[src/cs_pkg.sv]
// How it works
// - Pin A high, B low selects channel one
// - LED1 red steady off; 1/10 Hz errors
// - LED1 green steady on; 1 Hz weak
// - LED2 dark unless interlock waits for release
// - LED2 steady yellow when release is possible
// - LED2 blinks upstream open; 1x/2x changeover
// - LED3 dark without special function
// - LED3 steady blue after blanking taught
// - LED3 blue 1 Hz while muting
// - LED3 short blue flash teach, restart, override
// - LED3 blue 10 Hz on teach error
`default_nettype none
package cs_pkg;
	// Register bus
	localparam int          ADDR_W        = 8;
	localparam int          DATA_W        = 32;
	localparam logic [7:0]  OFF_STATE     = 8'h00;
	localparam logic [7:0]  OFF_IRQ_STAT  = 8'h04;
	localparam logic [7:0]  OFF_IRQ_MASK  = 8'h08;
	localparam logic [7:0]  OFF_CTRL      = 8'h0c;
	// Control register
	localparam int          CTRL_EN_BIT   = 0;
	localparam logic        CTRL_EN_RESET = 1'h1;
	// Event bits of status and mask
	localparam int          IRQ_W         = 6;
	localparam int          EV_EXT_ERR    = 0;
	localparam int          EV_INT_ERR    = 1;
	localparam int          EV_TEACH_ERR  = 2;
	localparam int          EV_UPSTREAM   = 3;
	localparam int          EV_CHANNEL    = 4;
	localparam int          EV_OUT_OFF    = 5;
	localparam logic [5:0]  MASK_RESET    = 6'h00;
	// State word bit positions
	localparam int          ST_RED        = 0;
	localparam int          ST_GREEN      = 1;
	localparam int          ST_YELLOW     = 2;
	localparam int          ST_BLUE       = 3;
	localparam int          ST_CHAN_LO    = 4;
	localparam int          ST_CHG_BUSY   = 6;
	// Transmission channel codes
	localparam logic [1:0]  CH_NONE       = 2'h0;
	localparam logic [1:0]  CH_ONE        = 2'h1;
	localparam logic [1:0]  CH_TWO        = 2'h2;
	// Timing
	localparam int          CLK_PERIOD_NS = 4;
	localparam int          TICK_MS       = 50;
	localparam int          TICK_CYCLES   = TICK_MS * 1000000 / CLK_PERIOD_NS;
	localparam int          CNT_W         = 24;
	localparam int          PH_W          = 5;
	localparam logic [4:0]  TICKS_PER_SEC = 5'h14;
	localparam logic [4:0]  SLOW_ON_TICKS = 5'h0a;
	localparam logic [2:0]  CHG_PH_TICKS  = 3'h4;
	// Changeover blink sequencer
	typedef enum logic [1:0] {
		CHG_IDLE = 2'b00,
		CHG_ON   = 2'b01,
		CHG_OFF  = 2'b10
	} cs_chg_t;
endpackage
`default_nettype wire

[src/cs_blink_if.sv]
`default_nettype none
interface cs_blink_if;
	logic tick;
	logic fast;
	logic slow;
	logic shrt;
	modport src (output tick, output fast, output slow, output shrt);
	modport snk (input tick, input fast, input slow, input shrt);
endinterface
`default_nettype wire

[src/cs_blink_gen.sv]
`default_nettype none
module cs_blink_gen #(
	parameter int unsigned TICK_CYCLES = cs_pkg::TICK_CYCLES
) (
	// Clock and reset
	input  wire logic  core_clk_in,
	input  wire logic  reset_n_in,
	// Blink phases
	cs_blink_if.src    bl
);
	typedef struct packed {
		logic [cs_pkg::CNT_W-1:0] cnt;
		logic [cs_pkg::PH_W-1:0]  ph;
		logic                     tick;
	} cs_blink_st_t;

	cs_blink_st_t s;
	cs_blink_st_t next_s;

	// One 50 ms tick; every rate is a phase of the same count so they stay aligned
	always_comb begin
		next_s = s;
		next_s.tick = 1'b0;
		if (s.cnt == cs_pkg::CNT_W'(TICK_CYCLES - 1)) begin
			next_s.cnt = '0;
			next_s.tick = 1'b1;
			if (s.ph == cs_pkg::TICKS_PER_SEC - 5'h01) begin
				next_s.ph = '0;
			end else begin
				next_s.ph = s.ph + 5'h01;
			end
		end else begin
			next_s.cnt = s.cnt + 24'h000001;
		end
	end

	always_ff @(posedge core_clk_in) begin
		if (!reset_n_in) begin
			s <= '0;
		end else begin
			s <= next_s;
		end
	end

	assign bl.tick = s.tick;
	assign bl.fast = s.ph[0];
	assign bl.slow = s.ph < cs_pkg::SLOW_ON_TICKS;
	assign bl.shrt = s.ph == 5'h00;

	property p_phase_range;
		@(posedge core_clk_in) disable iff (!reset_n_in)
		s.ph < cs_pkg::TICKS_PER_SEC && (!s.tick || s.cnt == '0);
	endproperty
	a_phase_range: assert property (p_phase_range)
		else $error("Blink phase out of range");
endmodule
`default_nettype wire

[src/cs_status_top.sv]
// Chosen here: strobed register access and the address map.
`default_nettype none
module cs_status_top #(
	parameter int unsigned TICK_CYCLES = cs_pkg::TICK_CYCLES
) (
	// Clock and reset
	input  wire logic        core_clk_in,
	input  wire logic        reset_n_in,
	// Register port
	input  wire logic [7:0]  reg_addr_in,
	input  wire logic [31:0] reg_wdata_in,
	input  wire logic        reg_wr_in,
	input  wire logic        reg_rd_in,
	output logic      [31:0] reg_rdata_out,
	output logic             irq_out,
	// Supply polarity
	input  wire logic        supply_pin_a_in,
	input  wire logic        supply_pin_b_in,
	output logic      [1:0]  channel_sel_out,
	// Safety output and errors
	input  wire logic        safety_switch_output_on_in,
	input  wire logic        external_error_in,
	input  wire logic        internal_error_in,
	input  wire logic        weak_signal_in,
	// Restart interlock and upstream circuit
	input  wire logic        restart_interlock_active_in,
	input  wire logic        restart_interlock_blocked_in,
	input  wire logic        field_free_in,
	input  wire logic        linked_sensor_ok_in,
	input  wire logic        upstream_open_in,
	input  wire logic        upstream_change_in,
	input  wire logic        upstream_change_two_in,
	// Special functions
	input  wire logic        teach_done_in,
	input  wire logic        teaching_in,
	input  wire logic        teach_error_in,
	input  wire logic        muting_active_in,
	input  wire logic        muting_restart_req_in,
	input  wire logic        muting_override_in,
	// Indicators
	output logic             led1_red_out,
	output logic             led1_green_out,
	output logic             led2_yellow_out,
	output logic             led3_blue_out
);
	typedef struct packed {
		logic [31:0]    rdata;
		logic           irq;
		logic           red;
		logic           green;
		logic           yellow;
		logic           blue;
		logic [1:0]     chan;
		logic           ctrl_en;
		logic [5:0]     stat;
		logic [5:0]     mask;
		cs_pkg::cs_chg_t chg;
		logic [1:0]     chg_n;
		logic [2:0]     chg_t;
		logic           p_ext;
		logic           p_int;
		logic           p_terr;
		logic           p_on;
	} cs_top_st_t;

	cs_top_st_t s;
	cs_top_st_t next_s;
	logic [5:0] ev;
	logic [1:0] new_chan;
	logic [31:0] state_word;

	cs_blink_if blk ();

	cs_blink_gen #(
		.TICK_CYCLES (TICK_CYCLES)
	) u_blink (
		.core_clk_in (core_clk_in),
		.reset_n_in  (reset_n_in),
		.bl          (blk)
	);

	function automatic logic phase_done(input logic [2:0] t);
		phase_done = t == cs_pkg::CHG_PH_TICKS - 3'h1;
	endfunction

	function automatic logic [31:0] widen6(input logic [5:0] v);
		widen6 = {26'h0000000, v};
	endfunction

	// Both pins at the same level is no valid polarity: the last channel holds
	always_comb begin
		if (supply_pin_a_in && !supply_pin_b_in) begin
			new_chan = cs_pkg::CH_ONE;
		end else if (!supply_pin_a_in && supply_pin_b_in) begin
			new_chan = cs_pkg::CH_TWO;
		end else begin
			new_chan = s.chan;
		end
	end

	always_comb begin
		ev = '0;
		ev[cs_pkg::EV_EXT_ERR] = external_error_in && !s.p_ext;
		ev[cs_pkg::EV_INT_ERR] = internal_error_in && !s.p_int;
		ev[cs_pkg::EV_TEACH_ERR] = teach_error_in && !s.p_terr;
		ev[cs_pkg::EV_UPSTREAM] = upstream_change_in;
		ev[cs_pkg::EV_CHANNEL] = new_chan != s.chan;
		ev[cs_pkg::EV_OUT_OFF] = s.p_on && !safety_switch_output_on_in;
	end

	always_comb begin
		state_word = '0;
		state_word[cs_pkg::ST_RED] = s.red;
		state_word[cs_pkg::ST_GREEN] = s.green;
		state_word[cs_pkg::ST_YELLOW] = s.yellow;
		state_word[cs_pkg::ST_BLUE] = s.blue;
		state_word[cs_pkg::ST_CHAN_LO +: 2] = s.chan;
		state_word[cs_pkg::ST_CHG_BUSY] = s.chg != cs_pkg::CHG_IDLE;
	end

	always_comb begin
		next_s = s;
		next_s.rdata = '0;
		next_s.chan = new_chan;
		next_s.p_ext = external_error_in;
		next_s.p_int = internal_error_in;
		next_s.p_terr = teach_error_in;
		next_s.p_on = safety_switch_output_on_in;

		// Register writes
		if (reg_wr_in) begin
			case (reg_addr_in)
				cs_pkg::OFF_IRQ_STAT: next_s.stat = s.stat & ~reg_wdata_in[5:0];
				cs_pkg::OFF_IRQ_MASK: next_s.mask = reg_wdata_in[5:0];
				cs_pkg::OFF_CTRL:     next_s.ctrl_en = reg_wdata_in[cs_pkg::CTRL_EN_BIT];
				default:              next_s.ctrl_en = s.ctrl_en;
			endcase
		end
		// A new event beats a clear in the same cycle
		next_s.stat = next_s.stat | ev;
		next_s.irq = |(next_s.stat & next_s.mask);

		// Register reads, answered in the following cycle
		if (reg_rd_in) begin
			case (reg_addr_in)
				cs_pkg::OFF_STATE:    next_s.rdata = state_word;
				cs_pkg::OFF_IRQ_STAT: next_s.rdata = widen6(s.stat);
				cs_pkg::OFF_IRQ_MASK: next_s.rdata = widen6(s.mask);
				cs_pkg::OFF_CTRL:     next_s.rdata = {31'h00000000, s.ctrl_en};
				default:              next_s.rdata = '0;
			endcase
		end

		// Changeover blinks; a new changeover while busy is not queued
		unique case (s.chg)
			cs_pkg::CHG_IDLE: begin
				if (upstream_change_in) begin
					next_s.chg = cs_pkg::CHG_ON;
					next_s.chg_n = upstream_change_two_in ? 2'h2 : 2'h1;
					next_s.chg_t = '0;
				end
			end
			cs_pkg::CHG_ON: begin
				if (blk.tick) begin
					if (phase_done(s.chg_t)) begin
						next_s.chg = cs_pkg::CHG_OFF;
						next_s.chg_t = '0;
					end else begin
						next_s.chg_t = s.chg_t + 3'h1;
					end
				end
			end
			cs_pkg::CHG_OFF: begin
				if (blk.tick) begin
					if (!phase_done(s.chg_t)) begin
						next_s.chg_t = s.chg_t + 3'h1;
					end else if (s.chg_n == 2'h1) begin
						next_s.chg = cs_pkg::CHG_IDLE;
						next_s.chg_t = '0;
					end else begin
						next_s.chg = cs_pkg::CHG_ON;
						next_s.chg_n = s.chg_n - 2'h1;
						next_s.chg_t = '0;
					end
				end
			end
			// Unused code falls back to idle rather than locking the lamp
			default: next_s.chg = cs_pkg::CHG_IDLE;
		endcase

		// LED 1: errors first, then output state
		next_s.red = 1'b0;
		next_s.green = 1'b0;
		if (internal_error_in) begin
			next_s.red = blk.fast;
		end else if (external_error_in) begin
			next_s.red = blk.slow;
		end else if (!safety_switch_output_on_in) begin
			next_s.red = 1'b1;
		end else if (weak_signal_in) begin
			next_s.green = blk.slow;
		end else begin
			next_s.green = 1'b1;
		end

		// LED 2: a changeover sequence owns the lamp until it ends
		if (s.chg != cs_pkg::CHG_IDLE) begin
			next_s.yellow = s.chg == cs_pkg::CHG_ON;
		end else if (upstream_open_in) begin
			next_s.yellow = blk.slow;
		end else begin
			next_s.yellow = restart_interlock_active_in && restart_interlock_blocked_in &&
				field_free_in && linked_sensor_ok_in;
		end

		// LED 3: teach error first
		if (teach_error_in) begin
			next_s.blue = blk.fast;
		end else if (teaching_in || muting_restart_req_in || muting_override_in) begin
			next_s.blue = blk.shrt;
		end else if (muting_active_in) begin
			next_s.blue = blk.slow;
		end else begin
			next_s.blue = teach_done_in;
		end

		// Display disable blanks all lamps, events still recorded
		if (!s.ctrl_en) begin
			next_s.red = 1'b0;
			next_s.green = 1'b0;
			next_s.yellow = 1'b0;
			next_s.blue = 1'b0;
		end
	end

	always_ff @(posedge core_clk_in) begin
		if (!reset_n_in) begin
			s <= '0;
			s.ctrl_en <= cs_pkg::CTRL_EN_RESET;
			s.mask <= cs_pkg::MASK_RESET;
			s.chan <= cs_pkg::CH_NONE;
			s.chg <= cs_pkg::CHG_IDLE;
		end else begin
			s <= next_s;
		end
	end

	assign reg_rdata_out = s.rdata;
	assign irq_out = s.irq;
	assign channel_sel_out = s.chan;
	assign led1_red_out = s.red;
	assign led1_green_out = s.green;
	assign led2_yellow_out = s.yellow;
	assign led3_blue_out = s.blue;

	property p_channel;
		@(posedge core_clk_in) disable iff (!reset_n_in)
		supply_pin_a_in != supply_pin_b_in |=>
			channel_sel_out == ($past(supply_pin_a_in) ? cs_pkg::CH_ONE : cs_pkg::CH_TWO);
	endproperty
	a_channel: assert property (p_channel)
		else $error("Channel does not follow supply polarity");

	property p_internal_error;
		@(posedge core_clk_in) disable iff (!reset_n_in)
		s.ctrl_en && internal_error_in |=> led1_red_out == $past(blk.fast) && !led1_green_out;
	endproperty
	a_internal_error: assert property (p_internal_error)
		else $error("Internal error not shown as fast red");

	property p_external_error;
		@(posedge core_clk_in) disable iff (!reset_n_in)
		s.ctrl_en && external_error_in && !internal_error_in |=>
			led1_red_out == $past(blk.slow) && !led1_green_out;
	endproperty
	a_external_error: assert property (p_external_error)
		else $error("External error not shown as slow red");

	property p_outputs_on;
		@(posedge core_clk_in) disable iff (!reset_n_in)
		s.ctrl_en && !internal_error_in && !external_error_in && safety_switch_output_on_in |=>
			!led1_red_out && led1_green_out == ($past(weak_signal_in) ? $past(blk.slow) : 1'b1);
	endproperty
	a_outputs_on: assert property (p_outputs_on)
		else $error("Green indication wrong with outputs on");

	property p_interlock_dark;
		@(posedge core_clk_in) disable iff (!reset_n_in)
		s.chg == cs_pkg::CHG_IDLE && !upstream_open_in &&
			(!restart_interlock_active_in || !restart_interlock_blocked_in || !field_free_in) |=> !led2_yellow_out;
	endproperty
	a_interlock_dark: assert property (p_interlock_dark)
		else $error("Yellow lit without release possible");

	property p_interlock_ready;
		@(posedge core_clk_in) disable iff (!reset_n_in)
		s.ctrl_en && s.chg == cs_pkg::CHG_IDLE && !upstream_open_in && restart_interlock_active_in &&
			restart_interlock_blocked_in && field_free_in && linked_sensor_ok_in |=> led2_yellow_out;
	endproperty
	a_interlock_ready: assert property (p_interlock_ready)
		else $error("Yellow not steady when release possible");

	property p_changeover;
		@(posedge core_clk_in) disable iff (!reset_n_in)
		s.chg == cs_pkg::CHG_IDLE && upstream_change_in |=>
			s.chg == cs_pkg::CHG_ON && s.chg_n == ($past(upstream_change_two_in) ? 2'h2 : 2'h1);
	endproperty
	a_changeover: assert property (p_changeover)
		else $error("Changeover blink count not loaded");

	property p_blue_dark;
		@(posedge core_clk_in) disable iff (!reset_n_in)
		!teach_error_in && !teaching_in && !muting_restart_req_in && !muting_override_in &&
			!muting_active_in && !teach_done_in |=> !led3_blue_out;
	endproperty
	a_blue_dark: assert property (p_blue_dark)
		else $error("Blue lit without special function");

	property p_taught;
		@(posedge core_clk_in) disable iff (!reset_n_in)
		s.ctrl_en && teach_done_in && !teach_error_in && !teaching_in && !muting_restart_req_in &&
			!muting_override_in && !muting_active_in |=> led3_blue_out;
	endproperty
	a_taught: assert property (p_taught)
		else $error("Blue not steady after teaching");

	property p_muting;
		@(posedge core_clk_in) disable iff (!reset_n_in)
		s.ctrl_en && muting_active_in && !teach_error_in && !teaching_in && !muting_restart_req_in &&
			!muting_override_in |=> led3_blue_out == $past(blk.slow);
	endproperty
	a_muting: assert property (p_muting)
		else $error("Muting not shown as slow blue");

	property p_short_flash;
		@(posedge core_clk_in) disable iff (!reset_n_in)
		s.ctrl_en && !teach_error_in && (teaching_in || muting_restart_req_in || muting_override_in)
			|=> led3_blue_out == $past(blk.shrt);
	endproperty
	a_short_flash: assert property (p_short_flash)
		else $error("Short blue flash missing");

	property p_teach_error;
		@(posedge core_clk_in) disable iff (!reset_n_in)
		s.ctrl_en && teach_error_in |=> led3_blue_out == $past(blk.fast);
	endproperty
	a_teach_error: assert property (p_teach_error)
		else $error("Teach error not shown as fast blue");
endmodule
`default_nettype wire

[config.mk]
export PLATFORM = sky130hd
export DESIGN_NAME = cs_status_top
export DESIGN_NICKNAME = d
export VERILOG_FILES = /design/src/cs_pkg.sv /design/src/cs_blink_if.sv /design/src/cs_blink_gen.sv /design/src/cs_status_top.sv
export SDC_FILE = /design/constraint.sdc
export NUM_CORES = 1
export LEC_CHECK = 0
export BUFFER_PORTS_ARGS = -buffer_cell sky130_fd_sc_hd__buf_2
export CORE_MARGIN = 4
export CORE_UTILIZATION = 52
export DETAILED_ROUTE_END_ITERATION = 10
export PLACE_DENSITY_LB_ADDON = 0.2
export RECOVER_POWER = 25
export SLEW_MARGIN = 40
export SYNTH_ARGS = -nofsm -noshare
export SYNTH_HDL_FRONTEND = slang
export SYNTH_HIERARCHICAL = 1
export SYNTH_SLANG_ARGS = --single-unit
export TNS_END_PERCENT = 10
[constraint.sdc]
create_clock -name core_clk_in -period 2.6 [get_ports core_clk_in]
set_input_delay 0.52 -clock core_clk_in [delete_from_list [all_inputs] [get_ports core_clk_in]]
set_output_delay 0.52 -clock core_clk_in [all_outputs]
set_load 0.005 [all_outputs]
==> impl_metrics.yaml, run 1 <==
floorplan:
  die_extent_in_y_microns: 90.0
  initial_core_util: 0.544
  design.core.area_sq_um: 6420
  number_of_primary_i_o_pins: 102
  rows: 29
  floorplan.die_area_sq_um: 8100
  die_w_microns: 90.0
clock_network:
  worst_skew_pair.late_latency_ns: 0.35
  cts_tree: "done"
  cts-hold-fix-buffers: 0
  clock_sinks: 68
  path_clk_slew_ns: 0.07
  buffer_cell_driving_the_clock_tree_root: "sky130_fd_sc_hd__clkbuf_8"
  post-cts-setup-buffer-count: 0
  clock_tree.buffer_depth: 2
  htree_levels: 3
  cts-resized-gates: 0
  cts_made_buffers: 9
grt:
  grtUsageTotal: 0.183
  grt_pass1_wl_microns: 12200
  globalRoute.totalOverflow: 0
  grt_antenna_before_repair: 0
  number_of_global_route_vias_before_repair: 2705
  grt_max_degree: 21
detailed_routing:
  drc_errors: 0
  routed_wire_length_per_instance_microns: 13.5
  detail-route-antenna-nets: 0
  firstDrtPassIters: 4
  route.vias.total: 2842
  first_iter_violations: 134
  postRouteWirelength_microns: 7230
  vias_per_cell: 5.32
sta:
  slew_headroom: 0.509
  maxSlewViolCount: 0
  final_period_minus_worst_setup_slack_ns: 2.26
  finalSetupTns_ns: 0
  max_freq_ghz: 0.443
  setup_violations: 0
  fin_hold_ws_ns: 0.416
  finalHoldViolCount: 0
  maximum_clock_skew_at_final_layout_ns: 0.00973
  timing_worst_slew_pin_value_ns: 0.736
  grt_setup_unrepaired: "no"
  timing.final.crit_share: 0.868
final_layout:
  utilization: 0.607
  insertedDiodeCount: 0
  area.growth.synth_to_final_pct: 11.6
  finish.instance_area_sq_um: 3900
  final-seq-area_sq_um: 1360
  area_used_by_multi_input_combinational_logic_sq_um: 1840
  drive_gt1_frac: 0.164
  n_fill_cell: 574
  nets: 524
synthesis:
  synth_edf_count: 0
  post_synth.cell_area_avg_sq_um: 8.54
  synth.ff_latch_count: 68
  synth_cells: 409
  synth_sequential_area_ratio: 0.390
  synthFlopType: "sky130_fd_sc_hd__dfxtp_1"
  ys_types: 54
  ys_async_sr_fraction: 0
  yosys_warnings: 6
  netlist_area_sq_um: 3490
critical_path:
  reg2reg_depth: 5
  timing.rr.end: "u_blink/s[28]"
  worst_ep_required_time_ns: 2.88
  criticalPathCategory: "reg2reg"
  crit-reg2reg-launch: "u_blink/s[6]"
  worstSetupStartpointType: "register"
  timing.reg2reg.setup_slack_ns: 0.34
  worst-path-max-fanout: 8
  cp-end-kind: "register"
  critPathArrivalTime_ns: 2.53
hold_path:
  min_to: "led1_green_out"
  path_class_of_the_lowest_slack_min_delay_path: "in2reg"
  min_delay_path_depth: 2
  min-delay-start: "internal_error_in"
status:
  status: "completed"
power_and_ir_drop:
  power.static_leakage_nw: 1.60
  max-vdd-ir-drop_mv: 0.575
  power_density_nw_per_um2: 604
place:
  placed_area_sq_um: 3650
  place.detailed.hpwl_microns: 5280
  gp_congestion: 0.841
  port_buffers: 50
run:
  max_cap_violations: 0
synthesized netlist by cell type (2+ instances only):
master / number / area [sq um]
sky130_fd_sc_hd__dfxtp_1: 68 / 1360
sky130_fd_sc_hd__nor2_1: 55 / 206
sky130_fd_sc_hd__buf_4: 34 / 255
sky130_fd_sc_hd__a21oi_1: 31 / 155
sky130_fd_sc_hd__inv_1: 24 / 90.1
sky130_fd_sc_hd__nand2_1: 18 / 67.6
sky130_fd_sc_hd__mux2i_1: 15 / 150
sky130_fd_sc_hd__nand3_1: 14 / 70.1
sky130_fd_sc_hd__o21ai_0: 13 / 65.1
sky130_fd_sc_hd__xnor2_1: 12 / 105
sky130_fd_sc_hd__nor2b_1: 10 / 62.6
sky130_fd_sc_hd__ha_1: 9 / 113
sky130_fd_sc_hd__nor4_1: 8 / 50.1
sky130_fd_sc_hd__nand4_1: 7 / 43.8
sky130_fd_sc_hd__or4_1: 7 / 52.6
sky130_fd_sc_hd__clkbuf_1: 6 / 22.5
sky130_fd_sc_hd__nand2b_1: 6 / 37.5
sky130_fd_sc_hd__nor3_1: 6 / 30.0
sky130_fd_sc_hd__o22ai_1: 6 / 37.5
sky130_fd_sc_hd__nor4b_1: 5 / 43.8
sky130_fd_sc_hd__and2_1: 4 / 25.0
sky130_fd_sc_hd__and3_1: 4 / 25.0
sky130_fd_sc_hd__buf_2: 4 / 20.0
sky130_fd_sc_hd__o31ai_1: 4 / 30.0
sky130_fd_sc_hd__a211oi_1: 3 / 22.5
sky130_fd_sc_hd__nand4b_1: 3 / 26.3
sky130_fd_sc_hd__or3_1: 3 / 18.8
sky130_fd_sc_hd__nand3b_1: 2 / 15.0
sky130_fd_sc_hd__or3_2: 2 / 15.0
sky130_fd_sc_hd__xor2_1: 2 / 17.5
metal layers:
metal  part of all wire  GRT usage
met5                  0          0
met4              0.013     0.0702
met3              0.061     0.0601
met1               0.44      0.212
met2               0.49      0.316
report_power, final:
group          total [W]  internal (W)  switching (W)  leakage (nW)
Sequential       0.00109       0.00107      0.0000196         0.553
Combinational   0.000179     0.0000762       0.000103         0.915
Clock            0.00109      0.000692       0.000396         0.130
Total            0.00236       0.00184       0.000519          1.60
how the worst max path moves through the flow:
stage / startpoint / to / slack, ns / cells after the start
2_1_floorplan: u_blink/s[6] / u_blink/s[14] / 0.57 / 6
5_1_grt: u_blink/s[6] / u_blink/bl.fast / 0.19 / 5
4_1_cts: u_blink/s[6] / u_blink/s[28] / 0.35 / 5
3_5_place_dp: reg_addr_in[1] / irq_out / 0.34 / 6
3_3_place_gp: reg_addr_in[1] / irq_out / 0.38 / 6
6_report: u_blink/s[6] / u_blink/s[28] / 0.34 / 5
final cells by class:
cell class,instances,area share
inverter,24,0.0231
clock inverter,5,0.0276
clock buffer,11,0.0388
tap,77,0.0247
timing repair buffer,52,0.0664
multi-input combinational,297,0.470
sequential,68,0.349
stage by stage:
stage	cells	total power (W)	worst slack [ns]
floorplan	433	0.00125	0.571
global placement	518	0.00129	0.377
detailed placement	518	0.00129	0.335
CTS	534	0.00238	0.353
global route	534	0.00245	0.192
finish	534	0.00236	0.344
flip-flops by register name, summed over array words and instances (netlist names), 2 cells and up:
| signal | flops |
|---|---|
| u_blink/s | 28 |
| s | 24 |
| reg_rdata_out | 7 |
| channel_sel_out | 2 |
kinds of logic (layout without fill, tap and decap cells):
| kind of cell | Yosys count | count (layout) | share of synthesized area |
|---|---|---|---|
| mux | 16 | 16 | 0.0494 |
| buf+inv | 68 | 92 | 0.111 |
| other cells | 1 | 25 | 0.00107 |
| fa+ha+maj | 9 | 9 | 0.0322 |
| xor+xnor | 14 | 14 | 0.0351 |
| flops | 68 | 68 | 0.390 |
| simple gates | 165 | 165 | 0.264 |
| compound gates | 68 | 68 | 0.117 |
worst max-delay path, cell delays in order, from the launching register on:
cell,delay (ns)
sky130_fd_sc_hd__dfxtp_1,0.39
sky130_fd_sc_hd__ha_1,0.22
sky130_fd_sc_hd__nand3_1,0.25
sky130_fd_sc_hd__or3_1,0.55
sky130_fd_sc_hd__or4b_2,0.63
sky130_fd_sc_hd__a21oi_1,0.15
placed cells by master (no fill, tap or decap), drive strengths merged, types with 2 or more instances in the layout:
cell type and count:
dfxtp 68, nor2 55, buf 47, a21oi 31, conb 25, inv 24
nand2 18, clkbuf 16, mux2i 15, nand3 15, o21ai 13, xnor2 12
nor2b 10, ha 9, nor4 9, nand4 9, or4 7, o22ai 6
nand2b 6, nor3 6, nor4b 5, or3 5, and3 4, o31ai 4
and2 4, nand4b 3, a211oi 3, bufinv 3, nand3b 2, clkinv 2
xor2 2
Note: power is estimated with default switching activity, not from simulation.
==> run 2, diff against run 1 <==
--- a/config.mk
+++ b/config.mk
@@ -11,6 +11,7 @@
 export DETAILED_ROUTE_END_ITERATION = 10
 export PLACE_DENSITY_LB_ADDON = 0.2
 export RECOVER_POWER = 25
+export REMOVE_ABC_BUFFERS = 1
 export SLEW_MARGIN = 40
 export SYNTH_ARGS = -nofsm -noshare
 export SYNTH_HDL_FRONTEND = slang
==> run 2 against run 1 <==
Via count rose by 0.84%. Design area about the same. First-iteration DRC count fell by 15%.
==> impl_metrics.yaml, run 2 (synthesized netlist as in run 1, its figures left out) <==
critical_path:
  worstSetupStartpointType: "register"
  critPathArrivalTime_ns: 2.54
  reg2reg_depth: 5
  criticalPathCategory: "reg2reg"
  worst_ep_required_time_ns: 2.87
  worst-path-max-fanout: 8
  cp-end-kind: "register"
final_layout:
  regMostFlops: "u_blink/s"
  n_fill_cell: 603
  final_cells: 534
  insertedDiodeCount: 0
  final-seq-area_sq_um: 1360
  drive_gt1_frac: 0.160
  finish.instance_area_sq_um: 3900
  area.growth.synth_to_final_pct: 11.5
  largest_reg_flops: 28
  nets: 524
  mostFrequentLayoutCells: "sky130_fd_sc_hd__dfxtp_1, sky130_fd_sc_hd__nor2_1, sky130_fd_sc_hd__buf_2"
  layout_commonest_cell: "sky130_fd_sc_hd__dfxtp_1"
  area_used_by_multi_input_combinational_logic_sq_um: 1840
grt:
  grtUsageTotal: 0.183
  grt_max_degree: 21
  globalRoute.totalOverflow: 0
  grt_pass1_wl_microns: 12200
  grt_antenna_before_repair: 0
  number_of_global_route_vias_before_repair: 2665
sta:
  maximum_clock_skew_at_final_layout_ns: 0.00840
  timing_worst_slew_pin_value_ns: 0.689
  max_freq_ghz: 0.440
  finalHoldViolCount: 0
  setup_violations: 0
  timing.final.crit_share: 0.874
  grt_setup_unrepaired: "no"
  slew_headroom: 0.541
  fin_hold_ws_ns: 0.401
  final_period_minus_worst_setup_slack_ns: 2.27
  maxSlewViolCount: 0
  finalSetupTns_ns: 0
floorplan:
  floorplan.die_area_sq_um: 8100
  design.core.area_sq_um: 6420
  die_extent_in_y_microns: 90.0
  rows: 29
  number_of_primary_i_o_pins: 102
  die_w_microns: 90.0
  initial_core_util: 0.544
clock_network:
  cts-resized-gates: 0
  cts-hold-fix-buffers: 0
  worst_skew_pair.late_latency_ns: 0.34
  clock_tree.buffer_depth: 2
  htree_levels: 3
  path_clk_slew_ns: 0.07
  post-cts-setup-buffer-count: 0
  clock_sinks: 68
  cts_made_buffers: 9
  cts_tree: "done"
  buffer_cell_driving_the_clock_tree_root: "sky130_fd_sc_hd__clkbuf_8"
detailed_routing:
  detail-route-antenna-nets: 0
  firstDrtPassIters: 4
  vias_per_cell: 5.37
  postRouteWirelength_microns: 7200
  first_iter_violations: 114
  routed_wire_length_per_instance_microns: 13.5
  drc_errors: 0
  route.vias.total: 2866
power_and_ir_drop:
  p_comb_frac: 0.076
  cellInternalPower_w: 0.00184
  power.share.switching: 0.226
  power.share.clock: 0.466
  power_density_nw_per_um2: 609
  netSwitchingPower_w: 0.000536
  power.static_leakage_nw: 1.59
  power.total_w: 0.00237
  max-vdd-ir-drop_mv: 0.464
  power.share.sequential: 0.458
place:
  placed_area_sq_um: 3650
  gp_congestion: 0.855
  place.detailed.instances: 518
  place.detailed.hpwl_microns: 5350
  port_buffers: 50
run:
  max_cap_violations: 0
hold_path:
  path_class_of_the_lowest_slack_min_delay_path: "in2reg"
  min_delay_path_depth: 2
status:
  status: "completed"
[run 2: power groups by stage]
| stage | logic (W) | clock network, W | registers, W |
|---|---|---|---|
| 3_5_place_dp | 0.000180 | 0 | 0.00111 |
| 4_1_cts | 0.000181 | 0.00113 | 0.00109 |
| 5_1_grt | 0.000203 | 0.00119 | 0.00109 |
| 3_3_place_gp | 0.000174 | 0 | 0.00111 |
| 2_1_floorplan | 0.000105 | 0 | 0.00111 |
| 6_report | 0.000181 | 0.00111 | 0.00109 |
[run 2: through the flow]
stage,worst slack [ns],utilization
floorplan,-0.221,-
global placement,0.366,0.568
detailed placement,0.352,0.568
CTS,0.321,0.608
global route,0.195,0.607
finish,0.327,0.607
[run 2: worst max-delay path: stages (launching register included)]
cell,delay [ns]
sky130_fd_sc_hd__dfxtp_1,0.38
sky130_fd_sc_hd__ha_1,0.21
sky130_fd_sc_hd__nand3_1,0.26
sky130_fd_sc_hd__or3_1,0.55
sky130_fd_sc_hd__or4b_2,0.64
sky130_fd_sc_hd__a21oi_1,0.16
[run 2: worst paths after layout]
kind,endpoint,from,slack [ns]
worst max-delay path,u_blink/s[28],u_blink/s[6],0.33
worst min-delay path,led1_green_out,internal_error_in,0.40
worst max register to register,u_blink/s[28],u_blink/s[6],0.33
worst min register to register,s[8],s[8],0.47
[run 2: layer usage]
layer / GRT usage / part of all wire
met3: 0.0609 / 0.065
met4: 0.0459 / 0.010
met5: 0 / 0
met2: 0.313 / 0.49
met1: 0.221 / 0.43
[run 2: cell type report]
class	count	area share
multi-input cells	297	0.471
inverters	24	0.0231
repair buffers	52	0.0658
flip-flops and latches	68	0.349
well taps	77	0.0247
clock inverters	5	0.0273
clock buffers	11	0.0388
==> run 3, diff against run 2 <==
--- a/config.mk
+++ b/config.mk
@@ -7,7 +7,8 @@
 export LEC_CHECK = 0
 export BUFFER_PORTS_ARGS = -buffer_cell sky130_fd_sc_hd__buf_2
 export CORE_MARGIN = 4
-export CORE_UTILIZATION = 52
+export CORE_UTILIZATION = 40
+export CTS_BUF_LIST = sky130_fd_sc_hd__clkbuf_4 sky130_fd_sc_hd__clkbuf_8 sky130_fd_sc_hd__clkbuf_16
 export DETAILED_ROUTE_END_ITERATION = 10
 export PLACE_DENSITY_LB_ADDON = 0.2
 export RECOVER_POWER = 25
==> run 3 against run 2 <==
Cell count rose by 5.2%. Die area rose by 27%. Setup slack got worse by 0.0048 ns. Non-clock buffer count stayed put. Clock power is 22% lower. Critical path depth stayed put. Via count down 0.63%. Design area is 0.58% lower. Total power fell by 10%. First-iteration DRC count is 36% lower. Worst hold slack gained 0.012 ns. Largest cell class unchanged. Largest power group is now sequential cells. Highest routed layer unchanged.
==> impl_metrics.yaml, run 3 (synthesized netlist as in run 1, its figures left out) <==
place:
  place.detailed.instances: 546
  gp_congestion: 0.746
  place.detailed.hpwl_microns: 5360
  port_buffers: 50
floorplan:
  initial_core_util: 0.419
  floorplan.die_area_sq_um: 10300
  die_extent_in_y_microns: 101
  number_of_primary_i_o_pins: 102
  rows: 33
  design.core.area_sq_um: 8340
  die_w_microns: 101
status:
  status: "completed"
power_and_ir_drop:
  cellInternalPower_w: 0.00159
  netSwitchingPower_w: 0.000542
  power.share.sequential: 0.509
  power.share.switching: 0.254
  power.static_leakage_nw: 1.56
  max-vdd-ir-drop_mv: 0.287
  power_density_nw_per_um2: 550
  power.share.clock: 0.407
  p_comb_frac: 0.084
clock_network:
  worst_skew_pair.late_latency_ns: 0.35
  cts-hold-fix-buffers: 0
  cts-resized-gates: 0
  path_clk_slew_ns: 0.07
  buffer_cell_driving_the_clock_tree_root: "sky130_fd_sc_hd__clkbuf_8"
  cts_tree: "done"
  clock_sinks: 68
  cts_made_buffers: 9
  htree_levels: 3
  post-cts-setup-buffer-count: 0
  clock_tree.buffer_depth: 2
sta:
  setup_violations: 0
  maxSlewViolCount: 0
  timing_worst_slew_pin_value_ns: 0.726
  max_freq_ghz: 0.439
  slew_headroom: 0.516
  finalHoldViolCount: 0
  timing.final.crit_share: 0.876
  final_period_minus_worst_setup_slack_ns: 2.28
  maximum_clock_skew_at_final_layout_ns: 0.00923
  fin_hold_ws_ns: 0.413
  grt_setup_unrepaired: "no"
detailed_routing:
  first_iter_violations: 73
  firstDrtPassIters: 4
  detail-route-antenna-nets: 0
  route.vias.total: 2848
  routed_wire_length_per_instance_microns: 12.8
  drc_errors: 0
  vias_per_cell: 5.07
  postRouteWirelength_microns: 7180
grt:
  grtUsageTotal: 0.145
  grt_pass1_wl_microns: 12000
  grt_antenna_before_repair: 0
  grt_max_degree: 21
  number_of_global_route_vias_before_repair: 2593
  globalRoute.totalOverflow: 0
final_layout:
  n_fill_cell: 859
  nets: 524
  drive_gt1_frac: 0.162
  largest_reg_flops: 28
  area.growth.synth_to_final_pct: 10.9
  insertedDiodeCount: 0
  utilization: 0.465
  regMostFlops: "u_blink/s"
  layout_commonest_cell: "sky130_fd_sc_hd__dfxtp_1"
  final_cells: 562
  mostFrequentLayoutCells: "sky130_fd_sc_hd__dfxtp_1, sky130_fd_sc_hd__nor2_1, sky130_fd_sc_hd__buf_2"
run:
  max_cap_violations: 0
critical_path:
  reg2reg_depth: 5
  criticalPathCategory: "reg2reg"
  critPathArrivalTime_ns: 2.55
  worstSetupStartpointType: "register"
  cp-end-kind: "register"
  worst-path-max-fanout: 8
  worst_ep_required_time_ns: 2.87
hold_path:
  path_class_of_the_lowest_slack_min_delay_path: "in2reg"
  min_delay_path_depth: 2
run 3: final cells by class:
cell class | count | area [sq um] | share of cell area
multi-input cells | 297 | 1840 | 0.474
inverters | 24 | 90.1 | 0.0232
well taps | 105 | 131 | 0.0339
clock buffers | 9 | 124 | 0.0320
clock inverters | 7 | 75.1 | 0.0194
flip-flops and latches | 68 | 1360 | 0.351
repair buffers | 52 | 258 | 0.0665
run 3: power groups by stage:
stage               logic, W  registers [W]  clock network (W)
floorplan           0.000105        0.00111                  0
global placement    0.000177        0.00111                  0
detailed placement  0.000179        0.00111                  0
CTS                 0.000180        0.00109           0.000898
global route        0.000204        0.00109           0.000942
finish              0.000178        0.00109           0.000868
run 3: worst max-delay path, stage by stage, from the launching register on:
cell and delay, ns:
sky130_fd_sc_hd__dfxtp_1 0.38, sky130_fd_sc_hd__ha_1 0.22, sky130_fd_sc_hd__nand3_1 0.27, sky130_fd_sc_hd__or3_1 0.55
sky130_fd_sc_hd__or4b_2 0.63, sky130_fd_sc_hd__a21oi_1 0.15
run 3: stage by stage:
step | power [W] | setup slack [ns] | TNS, ns | area (sq um)
6_report | 0.00213 | 0.322 | 0 | 3870
5_1_grt | 0.00224 | 0.168 | 0 | 3870
4_1_cts | 0.00216 | 0.315 | 0 | 3880
3_5_place_dp | 0.00129 | 0.335 | 0 | 3680
3_3_place_gp | 0.00129 | 0.336 | 0 | 3680
2_1_floorplan | 0.00121 | -0.221 | -4.45 | 3290
run 3: worst paths after layout:
path	start	end	slack (ns)
setup reg to reg	u_blink/s[6]	u_blink/s[28]	0.32
setup / recovery	u_blink/s[6]	u_blink/s[28]	0.32
hold reg to reg	s[8]	s[8]	0.47
hold / removal	external_error_in	led1_green_out	0.41
run 3: metal layers:
metal	global-route usage	part of all wire	vias to the layer above
met3	0.0434	0.067	12
met1	0.185	0.46	1303
met4	0.0552	0.016	0
met2	0.230	0.46	76
li1	-	-	1457
met5	0	0	-
